## config.mk

```make
export PLATFORM = sky130hd
export DESIGN_NAME = ptet_trigger_top
export DESIGN_NICKNAME = d
export VERILOG_FILES = /design/src/shared/ptet_pkg.sv /design/src/shared/ptet_unit_if.sv /design/src/hw/ptet_unit_core.sv /design/src/hw/ptet_trigger_top.sv
export VERILOG_INCLUDE_DIRS = /design/src /design/src/shared
export SDC_FILE = /design/constraint.sdc
export NUM_CORES = 2
export LEC_CHECK = 0
export BUFFER_PORTS_ARGS = -buffer_cell sky130_fd_sc_hd__buf_2
export CORE_MARGIN = 2
export CORE_UTILIZATION = 60
export DETAILED_ROUTE_END_ITERATION = 8
export PLACE_DENSITY = 0.79
export SLEW_MARGIN = 20
export SYNTH_ARGS = -nofsm -noshare
export SYNTH_HDL_FRONTEND = slang
export SYNTH_SLANG_ARGS = --single-unit
export TNS_END_PERCENT = 50
```

## constraint.sdc

```tcl
create_clock -name aclk -period 7.6 [get_ports aclk]
set_input_delay 1.52 -clock aclk [delete_from_list [all_inputs] [get_ports aclk]]
set_output_delay 1.52 -clock aclk [all_outputs]
set_load 0.02 [all_outputs]
```

## src/shared/ptet_defines.svh

```systemverilog
// Register offsets, field positions and reset values of the trigger block
`ifndef PTET_DEFINES_SVH
`define PTET_DEFINES_SVH
// Byte addresses of the register words
`define PTET_OFF_IDX   16'h0500
`define PTET_OFF_TSC   16'h052c
`define PTET_OFF_NS    16'h0530
`define PTET_OFF_SEC   16'h0534
`define PTET_OFF_CTL   16'h0538
`define PTET_OFF_STS   16'h0540
`define PTET_OFF_MSK   16'h0544
// Unit index register fields
`define PTET_F_TIDX    1:0
`define PTET_B_SIDX    8
`define PTET_IDX_MASK  32'h0000_0103
// Timestamp control and status fields
`define PTET_B_TSCLR   0
`define PTET_B_TSEN    1
`define PTET_B_TRCLR   2
`define PTET_B_TREN    3
`define PTET_B_TRACT   4
// Trigger control fields
`define PTET_B_CHAIN   31
`define PTET_B_TAIL    30
`define PTET_F_SEL     27:26
`define PTET_B_NOW     25
`define PTET_B_NTFY    24
`define PTET_B_EDGE    23
`define PTET_F_PAT     22:20
`define PTET_CTL_MASK  32'hcff0_0000
// Reset values and widths
`define PTET_RST32     32'h0000_0000
`define PTET_NS_W      30
`define PTET_WAVE_RST  1'h1
// Output pattern codes
`define PTET_PAT_NEDGE 3'h0
`define PTET_PAT_PEDGE 3'h1
`define PTET_PAT_SER   3'h6
`define PTET_PAT_RSV   3'h7
// Bus responses
`define PTET_OKAY      2'h0
`define PTET_SLVERR    2'h2
`endif

```

## src/shared/ptet_pkg.sv

```systemverilog
// Types shared by the trigger block modules
package ptet_pkg;
   // Trigger unit sequencer states
   typedef enum logic [1:0] {
      st_idle,
      st_wait,
      st_launch,
      st_run
   } ptet_state_t;
endpackage : ptet_pkg

```

## src/shared/ptet_unit_if.sv

```systemverilog
// Signals between the register block and one trigger unit core
`timescale 1ns/100ps
`default_nettype none
interface ptet_unit_if;
   logic [31:0] tgt_sec;
   logic [29:0] tgt_ns;
   logic [2:0]  pattern;
   logic        now_en;
   logic        edge_neg;
   logic        arm;
   logic        chain_arm;
   logic        clear;
   logic        waiting;
   logic        active;
   logic        done_p;
   logic        fault_p;
   logic        wave;
   modport ctl  (output tgt_sec, tgt_ns, pattern, now_en, edge_neg, arm, chain_arm,
                 clear, input waiting, active, done_p, fault_p, wave);
   modport core (input tgt_sec, tgt_ns, pattern, now_en, edge_neg, arm, chain_arm,
                 clear, output waiting, active, done_p, fault_p, wave);
endinterface : ptet_unit_if
`default_nettype wire

```

## src/hw/ptet_unit_core.sv

```systemverilog
// One trigger unit: time compare, launch and waveform sequencer
`timescale 1ns/100ps
`default_nettype none
`include "ptet_defines.svh"
module ptet_unit_core
   import ptet_pkg::*;
#(
   parameter logic [15:0] PULSE_CYC  = 16'h0004,
   parameter logic [15:0] PERIOD_CYC = 16'h0008,
   parameter logic [15:0] BIT_CYC    = 16'h0004,
   parameter logic [15:0] CYCLE_CNT  = 16'h0000,
   parameter logic [15:0] PATTERN    = 16'ha5f0
)(
   // Clock and reset
   input  wire logic        aclk,
   input  wire logic        aresetn,
   // System time
   input  wire logic [31:0] sys_sec,
   input  wire logic [29:0] sys_ns,
   // Register side
   ptet_unit_if.core        u
);
   ptet_state_t st_q;
   logic [15:0] ph_q, n_q;
   logic        wave_q, done_q, fault_q;

   // Seconds first, then nanoseconds
   wire        reached = {sys_sec, sys_ns} >= {u.tgt_sec, u.tgt_ns};
   wire        late    = {sys_sec, sys_ns} >  {u.tgt_sec, u.tgt_ns};
   wire        start   = u.arm || u.chain_arm;
   // Chained restarts tolerate a past target; only a software arm faults
   wire        refuse  = late && !u.now_en && !u.chain_arm;
   wire        one     = u.pattern[2:1] == 2'h1;
   wire        ser     = u.pattern == `PTET_PAT_SER;
   // One-shot pulse needs a closing step after its active cycles
   wire [15:0] len     = ser ? BIT_CYC : (one ? 16'(PULSE_CYC + 16'h0001) : PERIOD_CYC);
   wire [15:0] limit   = one ? 16'h0001 : CYCLE_CNT;
   wire        last    = ph_q == 16'(len - 16'h0001);
   wire        fin     = last && (limit != 16'h0000) && (16'(n_q + 16'h0001) == limit);
   wire        lvl     = ser ? PATTERN[4'hf - n_q[3:0]]
                             : ((ph_q < PULSE_CYC) ? u.pattern[0] : !u.pattern[0]);
   wire        edge_p  = u.pattern[2:1] == 2'h0;

   // Sequencer: idle, wait for time, optional one-cycle launch step, run waveform
   always_ff @(posedge aclk) begin
      done_q  <= 1'b0;
      fault_q <= 1'b0;
      if (!aresetn || u.clear) begin
         st_q   <= st_idle;
         wave_q <= `PTET_WAVE_RST;
         ph_q   <= 16'h0000;
         n_q    <= 16'h0000;
      end else begin
         case (st_q)
            st_idle: if (start) begin
               if (refuse) fault_q <= 1'b1;
               else begin
                  st_q   <= st_wait;
                  // Reserved code keeps the pin where it is
                  if (u.pattern != `PTET_PAT_RSV) wave_q <= !u.pattern[0];
               end
            end
            st_wait: if (reached) begin
               st_q <= u.edge_neg ? st_launch : st_run;
               ph_q <= 16'h0000;
               n_q  <= 16'h0000;
            end
            st_launch: st_q <= st_run;
            st_run: begin
               if (u.pattern == `PTET_PAT_RSV) begin
                  fault_q <= 1'b1;
                  st_q    <= st_idle;
               end else if (edge_p) begin
                  wave_q <= u.pattern[0];
                  done_q <= 1'b1;
                  st_q   <= st_idle;
               end else if (fin) begin
                  wave_q <= ser ? lvl : !u.pattern[0];
                  done_q <= 1'b1;
                  st_q   <= st_idle;
               end else begin
                  wave_q <= lvl;
                  ph_q   <= last ? 16'h0000 : 16'(ph_q + 16'h0001);
                  n_q    <= last ? 16'(n_q + 16'h0001) : n_q;
               end
            end
            default: st_q <= st_idle;
         endcase
      end
   end

   // Enable reads back as armed and clears once launched
   assign u.waiting = (st_q == st_wait) || (st_q == st_launch);
   assign u.active  = st_q != st_idle;
   assign u.done_p  = done_q;
   assign u.fault_p = fault_q;
   assign u.wave    = wave_q;
endmodule : ptet_unit_core
`default_nettype wire

```

## src/hw/ptet_trigger_top.sv

```systemverilog
// Event trigger output block: AXI4-Lite registers, chaining and interrupt
`timescale 1ns/100ps
`default_nettype none
`include "ptet_defines.svh"
// Operation
// - Capture soft clear bit 0 returns the capture unit to inactive defaults
// - Capture soft clear acts only on the unit chosen by index bit 8
// - Nanosecond register accesses reach the unit chosen by index bits 1:0
// - Nanosecond target register, bits 31:30 read zero, resets to zero
// - Seconds target register, full 32 bits read/write, resets to zero
// - Control bit 31 puts the unit into chained mode
// - Control bit 30 marks the unit as the chain tail
// - Chain without a tail repeats endlessly until the unit soft clear
// - Field 27:26 picks the upstream unit whose done starts this unit
// - Bit 25 fires a late target at once, else refuses it with a fault; a chained start with a late target is never refused
// - Bit 24 gates done and fault flags and their interrupt
// - Bit 23 selects falling rather than rising launch edge
// - Trigger enable clears itself once output is launched
// - Unit soft clear returns unit to inactive state and defaults
// - Field 22:20 selects output waveform; code 111 is reserved
module ptet_trigger_top
   import ptet_pkg::*;
#(
   parameter int          NU         = 4,
   parameter int          AW         = 16,
   parameter logic [15:0] PULSE_CYC  = 16'h0004,
   parameter logic [15:0] PERIOD_CYC = 16'h0008,
   parameter logic [15:0] BIT_CYC    = 16'h0004,
   parameter logic [15:0] CYCLE_CNT  = 16'h0000,
   parameter logic [15:0] PATTERN    = 16'ha5f0
)(
   // Clock and reset
   input  wire logic          aclk,
   input  wire logic          aresetn,
   // Write address channel
   input  wire logic [AW-1:0] awaddr,
   input  wire logic          awvalid,
   output var  logic          awready,
   // Write data channel
   input  wire logic [31:0]   wdata,
   input  wire logic [3:0]    wstrb,
   input  wire logic          wvalid,
   output var  logic          wready,
   // Write response channel
   output var  logic [1:0]    bresp,
   output var  logic          bvalid,
   input  wire logic          bready,
   // Read address channel
   input  wire logic [AW-1:0] araddr,
   input  wire logic          arvalid,
   output var  logic          arready,
   // Read data channel
   output var  logic [31:0]   rdata,
   output var  logic [1:0]    rresp,
   output var  logic          rvalid,
   input  wire logic          rready,
   // System time, same clock
   input  wire logic [31:0]   sys_sec,
   input  wire logic [29:0]   sys_ns,
   // Trigger outputs and interrupt
   output var  logic [NU-1:0] trig_out,
   output var  logic          irq
);
   // Bus side registers
   logic          awready_q, wready_q, bvalid_q, arready_q, rvalid_q;
   logic [1:0]    bresp_q, rresp_q;
   logic [31:0]   rdata_q;
   logic          awh_q, wh_q;
   logic [AW-1:0] awa_q;
   logic [31:0]   wd_q;
   logic [3:0]    ws_q;
   // Block registers
   logic [31:0]   idx_q;
   logic [1:0]    ts_en_q;
   logic [2*NU-1:0] sts_q, msk_q;
   logic [NU-1:0] trig_q;
   logic          irq_q;

   // Per-unit views gathered for chaining and readback
   logic [NU-1:0] done_v, flt_v, tail_v, wait_v, act_v, wave_v, ntfy_v;
   logic [29:0]   ns_v  [NU];
   logic [31:0]   sec_v [NU];
   logic [31:0]   ctl_v [NU];

   // Handshakes of the three request channels
   wire aw_ok = awvalid && awready_q;
   wire w_ok  = wvalid && wready_q;
   wire ar_ok = arvalid && arready_q;
   // Write runs once address and data are both held and response is free
   wire wr_go = awh_q && wh_q && !bvalid_q;

   // Byte lane mask of the held write
   wire [31:0] wm  = {{8{ws_q[3]}}, {8{ws_q[2]}}, {8{ws_q[1]}}, {8{ws_q[0]}}};
   wire [31:0] wdm = wd_q & wm;

   // Write address decode
   wire w_idx = awa_q == `PTET_OFF_IDX;
   wire w_tsc = awa_q == `PTET_OFF_TSC;
   wire w_ns  = awa_q == `PTET_OFF_NS;
   wire w_sec = awa_q == `PTET_OFF_SEC;
   wire w_ctl = awa_q == `PTET_OFF_CTL;
   wire w_sts = awa_q == `PTET_OFF_STS;
   wire w_msk = awa_q == `PTET_OFF_MSK;
   wire w_hit = w_idx || w_tsc || w_ns || w_sec || w_ctl || w_sts || w_msk;

   // Index pointers
   wire [1:0] tidx = idx_q[`PTET_F_TIDX];
   wire       sidx = idx_q[`PTET_B_SIDX];

   // Read decode and data selection
   wire r_idx = araddr == `PTET_OFF_IDX;
   wire r_tsc = araddr == `PTET_OFF_TSC;
   wire r_ns  = araddr == `PTET_OFF_NS;
   wire r_sec = araddr == `PTET_OFF_SEC;
   wire r_ctl = araddr == `PTET_OFF_CTL;
   wire r_sts = araddr == `PTET_OFF_STS;
   wire r_msk = araddr == `PTET_OFF_MSK;
   wire r_hit = r_idx || r_tsc || r_ns || r_sec || r_ctl || r_sts || r_msk;
   wire [31:0] tsc_rd = {27'h0000000, act_v[tidx], wait_v[tidx], 1'b0,
                         ts_en_q[sidx], 1'b0};
   wire [31:0] rd_val =
      r_idx ? idx_q :
      r_tsc ? tsc_rd :
      r_ns  ? {2'h0, ns_v[tidx]} :
      r_sec ? sec_v[tidx] :
      r_ctl ? ctl_v[tidx] :
      r_sts ? 32'(sts_q) :
      r_msk ? 32'(msk_q) : `PTET_RST32;

   // Status set and clear terms; notify gates both flags
   wire [2*NU-1:0] sts_set = {flt_v & ntfy_v, done_v & ntfy_v};
   wire [2*NU-1:0] sts_clr = (wr_go && w_sts) ? wdm[2*NU-1:0] : '0;
   wire [2*NU-1:0] sts_d   = (sts_q & ~sts_clr) | sts_set;

   // Write address and data holding
   always_ff @(posedge aclk) begin
      if (!aresetn) begin
         awh_q <= 1'b0;
         wh_q  <= 1'b0;
      end else begin
         awh_q <= aw_ok || (awh_q && !wr_go);
         wh_q  <= w_ok || (wh_q && !wr_go);
      end
   end

   // Payload capture needs no reset
   always_ff @(posedge aclk) begin
      if (aw_ok) awa_q <= awaddr;
      if (w_ok) begin
         wd_q <= wdata;
         ws_q <= wstrb;
      end
   end

   // Ready goes low while a beat is held, returns after the write runs
   always_ff @(posedge aclk) begin
      if (!aresetn) begin
         awready_q <= 1'b1;
         wready_q  <= 1'b1;
      end else begin
         awready_q <= !(aw_ok || (awh_q && !wr_go));
         wready_q  <= !(w_ok || (wh_q && !wr_go));
      end
   end

   // Write response; unmapped addresses answer SLVERR
   always_ff @(posedge aclk) begin
      if (!aresetn) begin
         bvalid_q <= 1'b0;
         bresp_q  <= `PTET_OKAY;
      end else if (wr_go) begin
         bvalid_q <= 1'b1;
         bresp_q  <= w_hit ? `PTET_OKAY : `PTET_SLVERR;
      end else if (bready) begin
         bvalid_q <= 1'b0;
      end
   end

   // Read channel: one read in flight, data from a register
   always_ff @(posedge aclk) begin
      if (!aresetn) begin
         arready_q <= 1'b1;
         rvalid_q  <= 1'b0;
         rdata_q   <= `PTET_RST32;
         rresp_q   <= `PTET_OKAY;
      end else if (ar_ok) begin
         arready_q <= 1'b0;
         rvalid_q  <= 1'b1;
         rdata_q   <= rd_val;
         rresp_q   <= r_hit ? `PTET_OKAY : `PTET_SLVERR;
      end else if (rvalid_q && rready) begin
         arready_q <= 1'b1;
         rvalid_q  <= 1'b0;
      end
   end

   // Unit index pointers
   always_ff @(posedge aclk) begin
      if (!aresetn) idx_q <= `PTET_RST32;
      else if (wr_go && w_idx) idx_q <= ((idx_q & ~wm) | wdm) & `PTET_IDX_MASK;
   end

   // Capture unit enables; soft clear acts on the indexed unit only
   always_ff @(posedge aclk) begin
      if (!aresetn) begin
         ts_en_q <= 2'h0;
      end else if (wr_go && w_tsc && ws_q[0]) begin
         if (wdm[`PTET_B_TSCLR]) ts_en_q[sidx] <= 1'b0;
         else ts_en_q[sidx] <= wdm[`PTET_B_TSEN];
      end
   end

   // Sticky status, write one to clear; set wins over clear
   always_ff @(posedge aclk) begin
      if (!aresetn) begin
         sts_q <= '0;
         msk_q <= '0;
      end else begin
         sts_q <= sts_d;
         if (wr_go && w_msk) msk_q <= ((msk_q & ~wm[2*NU-1:0]) | wdm[2*NU-1:0]);
      end
   end

   // Interrupt level and trigger pins straight from flops
   always_ff @(posedge aclk) begin
      if (!aresetn) begin
         irq_q  <= 1'b0;
         trig_q <= {NU{`PTET_WAVE_RST}};
      end else begin
         irq_q  <= |(sts_d & msk_q);
         trig_q <= wave_v;
      end
   end

   assign awready  = awready_q;
   assign wready   = wready_q;
   assign bvalid   = bvalid_q;
   assign bresp    = bresp_q;
   assign arready  = arready_q;
   assign rvalid   = rvalid_q;
   assign rdata    = rdata_q;
   assign rresp    = rresp_q;
   assign irq      = irq_q;
   assign trig_out = trig_q;

   // One register set and sequencer per trigger unit
   for (genvar i = 0; i < NU; i++) begin : g_unit
      ptet_unit_if u ();
      logic [29:0] ns_q;
      logic [31:0] sec_q, ctl_q;
      logic        arm_q, clr_q;
      wire         me  = wr_go && (tidx == 2'(i));
      wire  [1:0]  up  = ctl_q[`PTET_F_SEL];

      // Enable and soft clear bits act as one-cycle strobes
      always_ff @(posedge aclk) begin
         if (!aresetn) begin
            arm_q <= 1'b0;
            clr_q <= 1'b0;
         end else begin
            arm_q <= me && w_tsc && wdm[`PTET_B_TREN];
            clr_q <= me && w_tsc && wdm[`PTET_B_TRCLR];
         end
      end

      // Target time and control; soft clear restores defaults
      always_ff @(posedge aclk) begin
         if (!aresetn || clr_q) begin
            ns_q  <= 30'(`PTET_RST32);
            sec_q <= `PTET_RST32;
            ctl_q <= `PTET_RST32;
         end else begin
            if (me && w_ns)  ns_q  <= ((ns_q & ~wm[29:0]) | wdm[29:0]);
            if (me && w_sec) sec_q <= (sec_q & ~wm) | wdm;
            if (me && w_ctl) ctl_q <= ((ctl_q & ~wm) | wdm) & `PTET_CTL_MASK;
         end
      end

      // Chained start from the selected upstream done; a tail ends the loop
      assign u.chain_arm = ctl_q[`PTET_B_CHAIN] && done_v[up]
                           && !tail_v[up];
      assign u.arm       = arm_q;
      assign u.clear     = clr_q;
      assign u.tgt_sec   = sec_q;
      assign u.tgt_ns    = ns_q;
      assign u.pattern   = ctl_q[`PTET_F_PAT];
      assign u.now_en    = ctl_q[`PTET_B_NOW];
      assign u.edge_neg  = ctl_q[`PTET_B_EDGE];

      assign done_v[i] = u.done_p;
      assign flt_v[i]  = u.fault_p;
      assign wait_v[i] = u.waiting;
      assign act_v[i]  = u.active;
      assign wave_v[i] = u.wave;
      assign tail_v[i] = ctl_q[`PTET_B_CHAIN] && ctl_q[`PTET_B_TAIL];
      assign ntfy_v[i] = ctl_q[`PTET_B_NTFY];
      assign ns_v[i]   = ns_q;
      assign sec_v[i]  = sec_q;
      assign ctl_v[i]  = ctl_q;

      ptet_unit_core #(
         .PULSE_CYC  (PULSE_CYC),
         .PERIOD_CYC (PERIOD_CYC),
         .BIT_CYC    (BIT_CYC),
         .CYCLE_CNT  (CYCLE_CNT),
         .PATTERN    (PATTERN)
      ) u_core (
         .aclk    (aclk),
         .aresetn (aresetn),
         .sys_sec (sys_sec),
         .sys_ns  (sys_ns),
         .u       (u.core)
      );
   end
endmodule : ptet_trigger_top
`default_nettype wire

```

==> out/results.txt <==
layout cells sized above 1 - 0.108
Clock Tree Buf Depth - 3
postcts setup bufs - 0
port bufs - 180
cell taking the most area after synthesis - dfxtp_1
Area growth syn-to-layout - 9.72%
via count - 31344
CP max FO - 20
dpl hpwl - 71.8 mm
Buf/Inv on CP - 1
area fraction of the dominant cell type after synthesis - 0.312
combinational fraction of design power - 0.059
P_sw - 1.61 mW
RSZ-0062 raised after global routing - no
Worst setup SP type - primary input
crit path time final - 5.06 ns
max incr delay on CP - 0.86 ns
number of buffers created by CTS - 61
CTS tree - yes
sequential fraction of the synthesis area - 0.360
CP Capture Type - register
DRT antenna net count - 0
max layer used - met5
status - completed
Arr. time, crit path - 5.62 ns
pin count of the biggest net entering global routing - 80
commonest non-fill, non-tap cell in the layout - nand2_1
Slew HR - 0.188
FFs w/ async S/R, synth - 0
Worst-Margin Slew - 1.22 ns
yosys warns - 0
pre-CTS WS - 2.03 ns
Leak - 12.2 nW
final worst slack - 2.54 ns
initial core utilization - 0.607
final hold violation count - 0
number of gates resized after cts - 0
Mapped Cells - 4029
GP Congestion - 0.991
period utilization - 0.666
core area - 0.0539 mm^2
M1 WL - 41.5 mm
Final setup viols - 0
DR WL/cell - 21.7 um
Final Non-Filler Cells - 4809
met2 WL post-DR - 45.3 mm
first-pass GRT wire length - 162 mm
Max Slew Vio Count - 0
Overflow after GRT - 0
Fillers - 4562
Clk Latency, worst-skew pair - 0.66 ns
die area - 0.0565 mm^2
number of synthesized register bits - 563
Sink Count - 563
critical path class - in2reg
Area contributors post-synth - dfxtp_1 31%, ha_1 10%, a21oi_1 7.9%, nand2_1 6.1%, nand3_1 5.6%
net switching fraction of the power - 0.244
met3 WL post-DR - 12.5 mm
Clk pwr share - 0.474
nets - 4455
H-tree levels - 2
die width - 238 um
number of global-route vias before repair - 29255
critical path data required time - 8.16 ns
Int Pwr - 4.97 mW
Site Rows - 85
initial antenna violation count - 14
register share of total power - 0.467
Fmax - 198 MHz
Mapped Avg Cell Area - 8.13 um^2
Via density - 6.52
post-synth cell types - 92
# DRC - 0
Power Density - 183 mW/mm^2
gr usage total - 0.362
Max VDD drop - 174 uV
CTS Hold Buffers Added - 0
commonest cells after routing, fill and taps aside - 530 x nand2_1, 515 x a21oi_1, 509 x dfxtp_1
delay-heaviest family, CP - simple AND/OR/NAND/NOR gates
num ports - 183
Critical Path Source - sys_ns[28]
Worst Clk Skew - 0.0351 ns
Critical Path, Cell by Cell - buf_2, ha_1, nand4_1, nor4_1, nor3b_1, a21boi_0, o31ai_1, a32o_1, or2_2, or3b_2, a21oi_1
router iterations before antenna repair - 8
Clk Tree Root Cell - clkbuf_16
routed wire length - 104 mm
Post-synth top flop - dfxtp_1
Reg clk slew, reported paths - 0.06 ns
Cell Area, Synth - 0.0328 mm^2
final setup TNS - 0 ns
Placed Cells - 4683
placed cell area - 0.0338 mm^2
number of synthesized flops with an enable pin - 52
Util after Layout - 0.666
Die Height - 238 um
Max-Cap Viols - 0
post-layout instance area - 0.0359 mm^2
Critical-path top delay cell - nor4_1
Starting DRT DRC Count - 3807
worst hold-check path type - reg2reg
[worst reg2reg max path, cell delays in order, from the launching register on]
cell,delay (ns)
dfxtp_1,0.40
inv_1,0.08
ha_1,0.31
and4_1,0.30
nor4bb_1,0.86
nand3_1,0.43
o211ai_1,0.21
o21bai_1,0.18
and2_1,0.51
nor4_1,0.67
o21ai_0,0.18
a221oi_1,0.26
[synthesized netlist by cell type, drive strengths merged (25+ instances only)]
cell	instances
nand2	531
a21oi	519
dfxtp	511
nand3	368
inv	297
ha	268
nor2	233
clkbuf	225
o21ai	153
nand4	81
mux4	74
edfxtp	52
nor3	52
nor4	42
and3	32
or4	31
and2	30
buf	29
a21o	28
mux2i	28
or3	28
xnor2	28
xor2	28
a22oi	26
nand2b	25
[metal layers]
metal  GRT usage  vias to the layer above
li1            -                    14485
met1       0.487                    14789
met2       0.551                     1758
met3      0.0844                      304
met4       0.175                        8
met5           0                        -
[cells by family after synthesis]
logic type                 count (synthesis)  synth area share
muxes                                    107            0.0612
and+or+nand+nor                         1552             0.229
AOI/OAI and AO/OA                        930             0.167
buffers and inverters                    552            0.0650
xor gates and xnor gates                  56            0.0150
other                                      1          0.000114
DFF                                      563             0.360
adders and majority gates                268             0.102
[stage by stage]
step           total power [mW]  hold slack, ns
6_report                   6.58           0.465
5_1_grt                    6.74           0.486
3_5_place_dp               3.51           0.457
3_3_place_gp               3.51           0.453
2_1_floorplan              3.34           0.412
4_1_cts                    6.58           0.465
[area by class of cell]
type | instances | area (um^2) | share of cell area
Multi-Input combinational cell | 2915 | 18900 | 0.526
Sequential cell | 563 | 11800 | 0.328
Clock buffer | 80 | 1720 | 0.0479
Timing Repair Buffer | 211 | 1130 | 0.0315
Inverter | 298 | 1120 | 0.0311
Tap cell | 696 | 871 | 0.0242
Clock inverter | 36 | 374 | 0.0104
Antenna cell | 10 | 25.0 | 0.000696
[power by group through the flow]
stage,registers (mW),logic (mW),clock network [mW]
after floorplan,3.10,0.238,0
after global placement,3.14,0.370,0
after detailed placement,3.14,0.376,0
after CTS,3.07,0.379,3.13
after global routing,3.07,0.427,3.24
final,3.07,0.390,3.12
[final timing paths]
| check | end | slack, ns | depth (start not counted) |
|---|---|---|---|
| worst max-delay path | g_unit[1].u_core.n_q[12] | 2.54 | 11 |
| worst min-delay path | register | 0.47 | 2 |
| worst max register to register | g_unit[3].u_core.st_q[0] | 3.08 | 11 |
| worst min register to register | register | 0.47 | 2 |
No activity file was read; power rests on OpenSTA's default activity.
